[config.mk]
export PLATFORM = sky130hd
export DESIGN_NAME = ssvc_top
export DESIGN_NICKNAME = d
export VERILOG_FILES = /design/src/rtl/ssvc_pkg.sv /design/src/rtl/ssvc_sync2.sv /design/src/rtl/ssvc_filter.sv /design/src/rtl/ssvc_top.sv
export SDC_FILE = /design/constraint.sdc
export NUM_CORES = 1
export LEC_CHECK = 0
export BUFFER_PORTS_ARGS = -buffer_cell sky130_fd_sc_hd__buf_2
export CAP_MARGIN = 20
export CORE_ASPECT_RATIO = 0.9
export CORE_MARGIN = 4
export CORE_UTILIZATION = 35
export CTS_BUF_LIST = sky130_fd_sc_hd__clkbuf_2
export CTS_CLUSTER_DIAMETER = 200
export DETAILED_ROUTE_END_ITERATION = 8
export PLACE_DENSITY_LB_ADDON = 0.05
export SYNTH_ARGS = -nofsm -noshare
export SYNTH_HDL_FRONTEND = slang
export SYNTH_SLANG_ARGS = --single-unit
[constraint.sdc]
create_clock -name clk -period 4.5 [get_ports clk]
set_input_delay 0 -clock clk [delete_from_list [all_inputs] [get_ports clk]]
set_output_delay 0 -clock clk [all_outputs]
set_load 0.02 [all_outputs]
[src/rtl/ssvc_pkg.sv]
// Shared constants for the supply voltage supervisor control block
package ssvc_pkg;
  // Register offsets (byte addresses, one word each)
  localparam logic [7:0] OFF_LEVEL = 8'h00;
  localparam logic [7:0] OFF_SAMPLING = 8'h04;
  localparam logic [7:0] OFF_MODE = 8'h08;
  localparam logic [7:0] OFF_CONTROL = 8'h0c;
  localparam logic [7:0] OFF_STATUS = 8'h10;

  // Field positions
  localparam int LEVEL_LSB = 0;
  localparam int LEVEL_W = 4;
  localparam int SMP_SRC_BIT = 3;
  localparam int SMP_DIV_LSB = 4;
  localparam int MODE_SEL_LSB = 0;
  localparam int MODE_AMD_LSB = 2;
  localparam int CTL_EN_BIT = 0;
  localparam int STS_LVF_BIT = 0;
  localparam int STS_RF_BIT = 1;

  // Reset values and encodings
  localparam logic [3:0] LEVEL_RESET = 4'h0;
  localparam logic [1:0] SEL_RESET = 2'h1;
  localparam logic [1:0] SEL_IRQ = 2'h2;
  localparam logic [1:0] AMD_SUPER_A = 2'h2;
  localparam logic [1:0] AMD_SUPER_B = 2'h3;

  // Timing: stabilisation in us, low-speed clock in Hz, waits in low-speed clock cycles, filter depth in samples
  localparam int STAB_TIME_US = 300;
  localparam int LS_CLK_HZ = 32768;
  localparam int STAB_LS_CYCLES = (STAB_TIME_US * LS_CLK_HZ + 999999) / 1000000;
  localparam int HOLD_LS_CYCLES = 512;
  localparam int FILTER_DEPTH = 3;
endpackage

[src/rtl/ssvc_sync2.sv]
// Two-flop synchroniser for the asynchronous comparator output
`timescale 1ns/1ps
module ssvc_sync2 (
  // Clock and reset
  input wire logic clk,
  input wire logic reset_n,
  input wire logic clk_en,
  // Level in and out
  input wire logic din,
  output logic dout
);
  typedef struct packed {
    logic first;
    logic second;
  } ssvc_sync_t;

  ssvc_sync_t s;
  ssvc_sync_t next_s;

  // First stage is read only by the second stage
  always_comb begin
    next_s = s;
    next_s.first = din;
    next_s.second = s.first;
  end

  always_ff @(posedge clk or negedge reset_n) begin
    if (!reset_n) begin
      s <= '0;
    end else if (clk_en) begin
      s <= next_s;
    end
  end

  assign dout = s.second;
endmodule

[src/rtl/ssvc_filter.sv]
// Sampling divider and consecutive-sample filter for the comparator level
`timescale 1ns/1ps
module ssvc_filter #(
  parameter int DEPTH = ssvc_pkg::FILTER_DEPTH
) (
  // Clock and reset
  input wire logic clk,
  input wire logic reset_n,
  input wire logic clk_en,
  // Control
  input wire logic clear,
  input wire logic ls_tick,
  input wire logic [1:0] div,
  // Level in, filtered level out
  input wire logic din,
  output logic dout,
  output logic primed
);
  localparam int CW = $clog2(DEPTH + 1);

  typedef struct packed {
    logic [2:0] div_cnt;
    logic [DEPTH-1:0] hist;
    logic [CW-1:0] cnt;
    logic out;
  } ssvc_filt_t;

  ssvc_filt_t s;
  ssvc_filt_t next_s;
  logic [2:0] limit;
  logic sample;

  // Divide ratio 1, 2, 4 or 8 low-speed cycles per sample
  always_comb begin
    case (div)
      2'h0: limit = 3'h0;
      2'h1: limit = 3'h1;
      2'h2: limit = 3'h3;
      default: limit = 3'h7;
    endcase
    sample = ls_tick && (s.div_cnt == limit);
  end

  // No low-speed edge, no sample: a stopped clock freezes the output
  always_comb begin
    next_s = s;
    if (clear) begin
      next_s = '0;
    end else begin
      if (ls_tick) begin
        next_s.div_cnt = sample ? 3'h0 : 3'(s.div_cnt + 3'h1);
      end
      if (sample) begin
        next_s.hist = {s.hist[DEPTH-2:0], din};
        if (s.cnt != CW'(DEPTH)) begin
          next_s.cnt = CW'(s.cnt + 1'b1);
        end
        // Change only after DEPTH equal samples in a row
        if (&next_s.hist) begin
          next_s.out = 1'b1;
        end else if (~|next_s.hist) begin
          next_s.out = 1'b0;
        end
      end
    end
  end

  always_ff @(posedge clk or negedge reset_n) begin
    if (!reset_n) begin
      s <= '0;
    end else if (clk_en) begin
      s <= next_s;
    end
  end

  assign dout = s.out;
  assign primed = (s.cnt == CW'(DEPTH));
endmodule

[src/rtl/ssvc_top.sv]
// Supply voltage supervisor control: stabilisation, filtering, flags, reset and interrupt
//
// What this block does
// - Supervisor mode runs when the operating mode field is 0x2 or 0x3.
// - Output select 0x1 routes low-voltage detection to system reset.
// - Output select 0x2 routes detection events to the interrupt instead.
// - Writing enable one starts monitoring; it continues until software clears it.
// - Without sampling, result-valid sets after about 300 us stabilisation.
// - Low-voltage flag, interrupt and reset are masked until result-valid is one.
// - Unsampled reset mode: supply below falling threshold sets flag and reset.
// - Reset mode: supply at or above rising threshold clears flag, releases reset.
// - After monitor reset releases, hold the processor 512 low-speed cycles.
// - With sampling, result-valid sets three sample cycles after stabilisation.
// - With sampling, flag sets only after three consecutive below samples.
// - Sampled interrupt mode: three consecutive above samples clear flag, interrupt.
// - Unsampled interrupt mode: falling below threshold sets flag and interrupts.
// - Unsampled interrupt mode: rising back clears flag and also interrupts.
// - With sampling and a stopped sampling clock, flags and outputs hold.
// - Writing enable zero stops monitoring.
// - Disabling while the low-voltage flag is one raises an interrupt when output select is 0x2.
// - Sampling source bit: zero no sampling (reset value), one low-speed clock.
// - In stop and deep-stop states, run without sampling regardless of source.
`timescale 1ns/1ps
module ssvc_top (
  // Clock, reset, clock enable
  input wire logic clk,
  input wire logic reset_n,
  input wire logic clk_en,
  // Register port
  input wire logic [7:0] addr,
  input wire logic [31:0] wdata,
  input wire logic wr,
  input wire logic rd,
  output logic [31:0] rdata,
  // Analog side and system state
  input wire logic cmp_below,
  input wire logic low_speed_clock_zero,
  input wire logic stop_mode,
  output logic [3:0] detect_level,
  output logic cmp_enable,
  // System outputs
  output logic monitor_reset,
  output logic cpu_hold,
  output logic irq
);
  localparam int HOLD_W = $clog2(ssvc_pkg::HOLD_LS_CYCLES + 1);
  localparam int STAB_W = $clog2(ssvc_pkg::STAB_LS_CYCLES + 1);
  localparam logic [HOLD_W-1:0] HOLD_LOAD = HOLD_W'(ssvc_pkg::HOLD_LS_CYCLES);
  localparam logic [STAB_W-1:0] STAB_LAST = STAB_W'(ssvc_pkg::STAB_LS_CYCLES - 1);

  typedef enum logic [1:0] {
    ST_IDLE = 2'b00,
    ST_STABLE = 2'b01,
    ST_SAMPLE = 2'b10,
    ST_ACTIVE = 2'b11
  } ssvc_state_t;

  typedef struct packed {
    logic [3:0] level;
    logic smp_src;
    logic [1:0] smp_div;
    logic [1:0] amd;
    logic [1:0] sel;
    logic en;
    logic rf;
    logic lvf;
    ssvc_state_t state;
    logic [STAB_W-1:0] stab_cnt;
    logic [HOLD_W-1:0] hold_cnt;
    logic ls_d;
    logic rst_out;
    logic irq;
    logic [31:0] rdata;
  } ssvc_regs_t;

  // Detection level comes up at its documented default code
  localparam ssvc_regs_t RESET_STATE = '{
    level: ssvc_pkg::LEVEL_RESET,
    state: ST_IDLE,
    default: '0
  };

  ssvc_regs_t s;
  ssvc_regs_t next_s;

  logic cmp_sync;
  logic filt_out;
  logic filt_primed;
  logic filt_clear;
  logic ls_tick;
  logic sampling;
  logic supervisor;
  logic run;
  logic src_level;
  logic irq_route;
  logic rst_route;

  // Comparator into the clock domain before anything looks at it
  ssvc_sync2 u_sync (
    .clk(clk),
    .reset_n(reset_n),
    .clk_en(clk_en),
    .din(cmp_below),
    .dout(cmp_sync)
  );

  // Filter only runs once stabilisation has elapsed
  assign filt_clear = (s.state == ST_IDLE) || (s.state == ST_STABLE) || !sampling;

  ssvc_filter #(
    .DEPTH(ssvc_pkg::FILTER_DEPTH)
  ) u_filter (
    .clk(clk),
    .reset_n(reset_n),
    .clk_en(clk_en),
    .clear(filt_clear),
    .ls_tick(ls_tick),
    .div(s.smp_div),
    .din(cmp_sync),
    .dout(filt_out),
    .primed(filt_primed)
  );

  // Decoded modes
  always_comb begin
    ls_tick = low_speed_clock_zero && !s.ls_d;
    sampling = s.smp_src && !stop_mode;
    supervisor = (s.amd == ssvc_pkg::AMD_SUPER_A)
      || (s.amd == ssvc_pkg::AMD_SUPER_B);
    run = s.en && supervisor;
    // A freshly cleared filter reads low; keep the flag until three samples are in
    src_level = sampling ? (filt_primed ? filt_out : s.lvf) : cmp_sync;
    irq_route = (s.sel == ssvc_pkg::SEL_IRQ);
    rst_route = (s.sel == ssvc_pkg::SEL_RESET);
  end

  // Next state of the whole block
  always_comb begin
    next_s = s;
    next_s.irq = 1'b0;
    next_s.rdata = '0;
    next_s.ls_d = low_speed_clock_zero;

    // Low-speed hold counter after a monitor reset goes away
    if (ls_tick && s.hold_cnt != '0) begin
      next_s.hold_cnt = HOLD_W'(s.hold_cnt - 1'b1);
    end

    // Register writes
    if (wr) begin
      case (addr)
        ssvc_pkg::OFF_LEVEL: begin
          next_s.level = wdata[ssvc_pkg::LEVEL_LSB +: ssvc_pkg::LEVEL_W];
        end
        ssvc_pkg::OFF_SAMPLING: begin
          next_s.smp_src = wdata[ssvc_pkg::SMP_SRC_BIT];
          next_s.smp_div = wdata[ssvc_pkg::SMP_DIV_LSB +: 2];
        end
        ssvc_pkg::OFF_MODE: begin
          next_s.sel = wdata[ssvc_pkg::MODE_SEL_LSB +: 2];
          next_s.amd = wdata[ssvc_pkg::MODE_AMD_LSB +: 2];
        end
        ssvc_pkg::OFF_CONTROL: begin
          next_s.en = wdata[ssvc_pkg::CTL_EN_BIT];
        end
        default: begin
        end
      endcase
    end

    // Monitoring sequence
    case (s.state)
      ST_IDLE: begin
        next_s.rf = 1'b0;
        next_s.lvf = 1'b0;
        next_s.stab_cnt = '0;
        if (run) begin
          next_s.state = ST_STABLE;
        end
      end
      ST_STABLE: begin
        // Counted on the low-speed clock so the wait is rate independent
        if (ls_tick) begin
          if (s.stab_cnt == STAB_LAST) begin
            if (sampling) begin
              next_s.state = ST_SAMPLE;
            end else begin
              next_s.state = ST_ACTIVE;
              next_s.rf = 1'b1;
              next_s.lvf = cmp_sync;
              next_s.irq = cmp_sync && irq_route;
            end
          end else begin
            next_s.stab_cnt = STAB_W'(s.stab_cnt + 1'b1);
          end
        end
      end
      ST_SAMPLE: begin
        // Three samples must be in before the result counts
        if (!sampling) begin
          next_s.state = ST_ACTIVE;
          next_s.rf = 1'b1;
          next_s.lvf = cmp_sync;
          next_s.irq = cmp_sync && irq_route;
        end else if (filt_primed) begin
          next_s.state = ST_ACTIVE;
          next_s.rf = 1'b1;
          next_s.lvf = filt_out;
          next_s.irq = filt_out && irq_route;
        end
      end
      ST_ACTIVE: begin
        // Filtered source holds still while the sampling clock stops
        if (src_level != s.lvf) begin
          next_s.lvf = src_level;
          // Both edges interrupt when routed to the interrupt
          next_s.irq = irq_route;
        end
      end
      default: begin
        next_s.state = ST_IDLE;
      end
    endcase

    // Stop: flag one at disable raises one last interrupt if routed to the interrupt, then clears
    if (!run && s.state != ST_IDLE) begin
      next_s.state = ST_IDLE;
      next_s.rf = 1'b0;
      next_s.lvf = 1'b0;
      next_s.irq = s.lvf && irq_route;
    end

    // Reset output only once the result is valid
    next_s.rst_out = next_s.rf && next_s.lvf && rst_route;

    // Every release of the reset starts the hold, a disable included
    if (s.rst_out && !next_s.rst_out) begin
      next_s.hold_cnt = HOLD_LOAD;
    end

    // Read data stands only in the cycle after the strobe
    if (rd) begin
      case (addr)
        ssvc_pkg::OFF_LEVEL: begin
          next_s.rdata[ssvc_pkg::LEVEL_LSB +: ssvc_pkg::LEVEL_W] = s.level;
        end
        ssvc_pkg::OFF_SAMPLING: begin
          next_s.rdata[ssvc_pkg::SMP_SRC_BIT] = s.smp_src;
          next_s.rdata[ssvc_pkg::SMP_DIV_LSB +: 2] = s.smp_div;
        end
        ssvc_pkg::OFF_MODE: begin
          next_s.rdata[ssvc_pkg::MODE_SEL_LSB +: 2] = s.sel;
          next_s.rdata[ssvc_pkg::MODE_AMD_LSB +: 2] = s.amd;
        end
        ssvc_pkg::OFF_CONTROL: begin
          next_s.rdata[ssvc_pkg::CTL_EN_BIT] = s.en;
        end
        ssvc_pkg::OFF_STATUS: begin
          next_s.rdata[ssvc_pkg::STS_RF_BIT] = s.rf;
          next_s.rdata[ssvc_pkg::STS_LVF_BIT] = s.lvf && s.rf;
        end
        default: begin
          next_s.rdata = '0; // Unmapped reads zero
        end
      endcase
    end
  end

  // One register bank; clock enable low freezes every bit
  always_ff @(posedge clk or negedge reset_n) begin
    if (!reset_n) begin
      s <= RESET_STATE;
    end else if (clk_en) begin
      s <= next_s;
    end
  end

  // Outputs
  assign rdata = s.rdata;
  assign detect_level = s.level;
  assign cmp_enable = s.en;
  assign monitor_reset = s.rst_out;
  assign cpu_hold = s.rst_out || (s.hold_cnt != '0);
  assign irq = s.irq;
endmodule

==> flow_summary.yaml, run 1 <==
detailed_routing:
  drt_iter0_drc: 146
  routedWlPerCell_um: 14.33
  wl_um: 6937
  vias: 2393
  dr.pass1.iters: 4
  drc: 0
  vias_per_cell: 4.944
  antenna_left: 0
placed_design:
  gp_congestion: 0.7793
  io_buffers: 35
  post-dp-hpwl_um: 4964
global_route:
  grt_busiest_layer: "met2"
  grt_pass1_wl_um: 11570
  grt_pass1_vias: 2302
  grt_max_degree: 50
  overflow: 0
  grtUsageMet1_pct: 19.70
  use_met2_pct: 20.51
  use_met3_pct: 3.106
  grt_usage_pct: 13.57
  antenna_found_initial: 0
power:
  p_per_area_nw_per_um2: 302.8
  power_frac_comb_pct: 27.9
  power.share.switching_pct: 36.10
  power.switching_uw: 377.3
  leakagePower_nw: 1.567
  p_int_uw: 667.9
  seq_power_share_pct: 53.8
  ir_drop_mv: 0.1013
  clkPwrFrac_pct: 18.3
clock_tree:
  postCtsSetupBuffers: 0
  cts_max_level: 2
  hold_buffers: 16
  clkTransAtPathRegs_ps: 260
  clockRootBuffer: "clkbuf_2"
  clockBufferDepth: 2
  cts_tree: "done"
  cts_resized: 0
  clock_latency_ps: 430
  numCtsBuffers: 5
  cts.sinks: 49
flow_run:
  maxCapViolations: 0
floorplanning:
  ios: 88
  die_area_sq_um: 10550
  rows: 32
  die_x_um: 107.8
  die-height_um: 97.83
  core-area_sq_um: 8648
  start_util_pct: 36.28
status:
  status: "finished, final reports clean"
layout:
  multi_input_area_sq_um: 1610
  fill_cells: 926
  fin_nets: 424
  seq_area_sq_um: 1226
  area_growth_syn_to_layout_pct: 10.01
  drive_above_1_share_pct: 20.82
  diodes: 0
hold_path:
  hp-class: "input pin to flop"
timing:
  period_share_pct: 67.10
  max_freq_mhz: 331.2
  finalSetupTns_ps: 0
  maxSlewHeadroom_pct: 51.35
  finalCriticalPeriod_ps: 3019
  rsz0062_at_grt: "false"
  setup_viol: 0
  finClkSkew_ps: 14.31
  fin_hold_ws_ps: 72.80
  worstMarginPinSlew_ps: 729.7
  slew_viol_final: 0
  hold_viol: 0
synthesis:
  ys_async_sr_fraction_pct: 100.0
  seq_area_frac_synth_pct: 39.07
  syn-cell-area_sq_um: 3138
  ys_types: 56
  synth.yosys.warnings: 0
  synthCells: 327
  postSynthAreaPerCell_sq_um: 9.596
  synth_enable_flop_cells: 0
  ys.flop_type: "dfrtp_1"
  ys_seq_elements: 49
setup_path:
  cp_max_fo: 9
  crit_type: "flop to flop"
  crit_required_ps: 4860
  end_kind: "flop"
  start_kind: "flop"
  crit_arrival_ps: 3380
state kept, by name, summed over array words and instances, names as in the netlist:
signal / count
u_filter.s: 7
rdata: 6
u_sync.next_s: 1
monitor_reset: 1
detect_level: 4
s: 26
irq: 1
u_filter.dout: 1
u_sync.dout: 1
cmp_enable: 1
cell usage in the layout (no fill, tap or decap), drive strengths merged, types with 4 or more instances in the layout:
master / count
nand2: 25
a31oi: 4
nand3: 11
or4: 4
nand2b: 6
clkbuf: 7
conb: 26
mux2: 21
dfrtp: 49
or3: 4
a21oi: 7
nor2b: 5
dlygate4sd3: 17
inv: 19
o22ai: 5
o31ai: 6
ha: 12
nor2: 15
o32ai: 4
nand4: 7
mux2i: 7
buf: 36
nor3: 8
o21ai: 16
o211ai: 5
critical path: stages, from the launching register on:
cell,delay (ps)
dfrtp_1,460
ha_1,310
mux2_2,270
nor2_1,40
nor2_1,160
ha_1,170
o21ai_0,80
o21ai_0,80
o21ai_1,140
a2111oi_4,660
nor2b_2,240
o32ai_1,340
cell type report:
| cell class | count | share of cell area, % |
|---|---|---|
| Multi-Input combinational cell | 236 | 46.65 |
| Sequential cell | 49 | 35.52 |
| Timing Repair Buffer | 53 | 10.22 |
| Tap cell | 119 | 4.313 |
| Inverter | 19 | 2.066 |
| Clock buffer | 7 | 1.015 |
| Clock inverter | 1 | 0.2175 |
path summary, 6_finish.rpt:
kind | startpoint | end | slack (ps) | depth (start not counted)
worst max register to register | u_filter.s[1]$_DFFE_PN0P_ | s[40]$_DFFE_PN0P_ | 1480 | 11
min in group asynchronous | reset_n | s[43]$_DFFE_PN0P_ | 150 | 3
worst max-delay path | u_filter.s[1]$_DFFE_PN0P_ | s[40]$_DFFE_PN0P_ | 1480 | 11
worst min-delay path | addr[7] | rdata[0]$_DFFE_PN0P_ | 70 | 5
max in group asynchronous | reset_n | u_sync.dout$_DFFE_PN0P_ | 3880 | 3
worst min register to register | s[39]$_DFFE_PN0P_ | s[39]$_DFFE_PN0P_ | 530 | 1
per-stage QoR:
stage | power, mW | cell area (sq um) | instances | util, % | setup WS, ps
after floorplan | 0.7921 | 3232 | 352 | - | 1984
after global placement | 0.8497 | 3239 | 459 | 37.46 | 1499
after detailed placement | 0.8544 | 3239 | 459 | 37.46 | 1514
after CTS | 1.058 | 3442 | 483 | 39.80 | 1466
after global routing | 1.118 | 3452 | 484 | 39.92 | 1190
final | 1.045 | 3452 | 484 | 39.92 | 1481
power groups by stage:
stage	logic, mW	clock network, mW	registers [mW]
after floorplan	0.239	0	0.553
after global placement	0.281	0	0.568
after detailed placement	0.284	0	0.571
after CTS	0.294	0.202	0.562
after global routing	0.330	0.217	0.571
final	0.291	0.191	0.563
cells in the mapped netlist (all sizes together), types with 3 or more instances:
| master | instances | share of area, % |
|---|---|---|
| o22ai | 5 | 1.0 |
| nand2b | 6 | 1.2 |
| or3 | 4 | 0.80 |
| mux2i | 7 | 2.2 |
| nor2 | 15 | 1.8 |
| clkbuf | 9 | 1.1 |
| nand2 | 25 | 3.0 |
| nor3 | 8 | 1.3 |
| a31o | 3 | 0.84 |
| dfrtp | 49 | 39 |
| o32ai | 4 | 1.1 |
| ha | 12 | 4.8 |
| a21oi | 7 | 1.1 |
| o31ai | 6 | 1.4 |
| a31oi | 4 | 0.80 |
| buf | 39 | 9.3 |
| o211ai | 5 | 1.2 |
| or4 | 4 | 0.96 |
| o21ai | 16 | 2.6 |
| nor2b | 5 | 1.1 |
| nor3b | 3 | 0.72 |
| nand4 | 7 | 1.4 |
| and3 | 3 | 0.60 |
| nand3 | 11 | 1.8 |
| inv | 19 | 2.3 |
| mux2 | 21 | 7.5 |
metal layers:
| metal | routed length (um) | share of wire [%] | vias up |
|---|---|---|---|
| met2 | 3162 | 46 | 34 |
| met3 | 229 | 3.3 | 5 |
| met5 | 0 | 0 | - |
| met1 | 3484 | 50 | 1164 |
| met4 | 60 | 0.86 | 0 |
| li1 | - | - | 1190 |
kinds of logic (layout without fill, tap and decap cells):
family | Yosys count | in the layout | share of synthesized area [%]
adder cells (fa/ha/maj) | 12 | 12 | 4.785
AO/OA/AOI/OAI | 69 | 69 | 16.11
other | 1 | 26 | 0.1195
multiplexers | 28 | 28 | 9.769
flip-flops | 49 | 49 | 39.08
buffers and inverters | 67 | 80 | 12.60
AND/OR/NAND/NOR | 101 | 101 | 17.54
(Power assumes the default switching activity.)
==> run 2: changes to the inputs <==
Clock period 4.5 ns to 2.55 ns, I/O delays scaled along.
==> run 2 against run 1 <==
Effect of this change: combinational power is 110% higher; via count rose by 5.8%; largest power group unchanged; final area is 8.3% higher; sequential cell count unchanged; wire length is 6.7% higher; final cell count increased by 6.0%; power grew 92%; clock power is 120% higher; clock skew shrank 2.8 ps; worst hold slack improved by 110 ps; largest cell class unchanged; critical endpoint is now s[42]$_DFFE_PN0P_.
==> flow_summary.yaml, run 2 (synthesis gave the netlist of run 1 again) <==
detailed_routing:
  drt_iter0_drc: 100
  routedWlPerCell_um: 14.43
  wl_um: 7402
  dr.pass1.iters: 4
  antenna_left: 0
  drc: 0
  vias_per_cell: 4.934
  vias: 2531
status:
  status: "finished, final reports clean"
power:
  p_int_mw: 1.327
  clkPwrFrac_pct: 20.9
  leakagePower_nw: 1.718
  power.share.switching_pct: 33.98
  seq_power_share_pct: 49.2
  power.switching_uw: 682.9
  ir_drop_mv: 0.2354
  power_frac_comb_pct: 30.0
  p_per_area_nw_per_um2: 537.6
timing:
  finalSetupTns_ps: 0
  finClkSkew_ps: 11.55
  maxSlewHeadroom_pct: 57.20
  worstMarginPinSlew_ps: 642.0
  hold_viol: 0
  setup_viol: 0
  max_freq_mhz: 413.9
  finalCriticalPeriod_ps: 2416
  period_share_pct: 94.74
  slew_viol_final: 0
global_route:
  grt_usage_pct: 14.29
  antenna_found_initial: 0
  grt_pass1_vias: 2400
  grt_max_degree: 50
  grt_pass1_wl_um: 12260
  overflow: 0
setup_path:
  crit_end: "s[42]$_DFFE_PN0P_"
  crit_arrival_ps: 2760
  timing.rr.end: "s[42]$_DFFE_PN0P_"
  start_kind: "flop"
  r2r_cells: 9
  crit_required_ps: 2890
  cp_max_fo: 8
  worstReg2RegStart: "s[60]$_DFFE_PN0P_"
  r2r_slack_ps: 130
  crit_start: "s[60]$_DFFE_PN0P_"
  end_kind: "flop"
  crit_type: "flop to flop"
flow_run:
  maxCapViolations: 0
placed_design:
  postPlaceCellArea_sq_um: 3397
  io_buffers: 35
  gp_congestion: 0.8093
  post-dp-hpwl_um: 5409
clock_tree:
  cts_max_level: 2
  cts_tree: "done"
  cts.sinks: 49
  clockBufferDepth: 2
  clockRootBuffer: "clkbuf_2"
  numCtsBuffers: 5
  clkTransAtPathRegs_ps: 250
  clock_latency_ps: 420
floorplanning:
  die_area_sq_um: 10550
  core-area_sq_um: 8648
  die_x_um: 107.8
  ios: 88
  start_util_pct: 36.28
  rows: 32
  die-height_um: 97.83
hold_path:
  hp-class: "input pin to asynchronous set/reset pin"
layout:
  fill_cells: 867
  area_growth_syn_to_layout_pct: 19.14
  layout_commonest_cell: "dfrtp_1"
  largest_register_ffs: 26
  drive_above_1_share_pct: 28.43
  design_area_sq_um: 3739
  diodes: 0
  seq_area_sq_um: 1227
  layout_common_cells: "dfrtp_1 (48), buf_2 (35), buf_4 (28)"
  fin_nets: 453
  multi_input_area_sq_um: 1652
  top_register: "s"
## run 2: timing repair
item / 4_1_cts / 5_1_grt
gates resized for setup: 0 / 15
setup endpoints to repair: 2 / 11
pin swaps: 0 / 4
setup buffers: 1 / 5
endpoints found under the hold margin: 73 / 0
hold buffers: 19 / 0
## run 2: per-stage QoR
| step | hold WS (ps) | std cells | total power [mW] | setup WS [ps] | util, % |
|---|---|---|---|---|---|
| floorplan | -295.6 | 352 | 1.398 | 33.83 | - |
| global placement | 166.5 | 480 | 1.554 | 71.33 | 39.28 |
| detailed placement | 165.2 | 480 | 1.550 | 53.89 | 39.28 |
| CTS | 171.8 | 508 | 2.007 | 18.58 | 42.30 |
| global route | 184.8 | 513 | 2.165 | -17.37 | 43.23 |
| finish | 180.1 | 513 | 2.010 | 134.2 | 43.23 |
## run 2: power groups by stage
| stage | sequential (mW) | clock (mW) | combinational (mW) |
|---|---|---|---|
| floorplan | 0.976 | 0 | 0.422 |
| detailed placement | 1.00 | 0 | 0.549 |
| CTS | 0.986 | 0.447 | 0.574 |
| global placement | 1.00 | 0 | 0.553 |
| global route | 1.01 | 0.476 | 0.682 |
| finish | 0.988 | 0.419 | 0.602 |
## run 2: worst min path at each step
stage                 start                        end  slack [ps]  depth (start not counted)
floorplan           reset_n     cmp_enable$_DFFE_PN0P_        -300                          0
global placement    reset_n          s[44]$_DFFE_PN0P_         170                          2
detailed placement  reset_n          s[44]$_DFFE_PN0P_         170                          2
CTS                 reset_n  u_filter.s[6]$_DFFE_PN0P_         170                          3
global route        reset_n  u_filter.s[8]$_DFFE_PN0P_         180                          3
finish              reset_n  u_filter.s[6]$_DFFE_PN0P_         180                          3
## run 2: worst max-delay path: stages, from the launching register on
cell and delay (ps):
dfrtp_1 470, nor2b_1 180, buf_4 170, or4_1 500, a31o_1 270, a2111oi_4 250
buf_4 210, nor2_1 60, buf_4 140, o32ai_1 90
## run 2: area by class of cell
class / instances / area share (%)
timing repair buffer: 82 / 15.39
inverter: 19 / 1.908
clock inverter: 2 / 0.9036
multi-input combinational: 236 / 44.18
tap: 119 / 3.983
clock buffer: 6 / 0.8032
sequential: 49 / 32.83
## run 2: metal layers
metal | wire, um | part of all wire [%] | track usage [%] | up-vias
met3 | 471 | 6.4 | 2.578 | 8
met2 | 3250 | 44 | 20.55 | 70
met4 | 50 | 0.68 | 2.621 | 0
met5 | 0 | 0 | 0 | -
li1 | - | - | - | 1243
met1 | 3630 | 49 | 22.42 | 1210
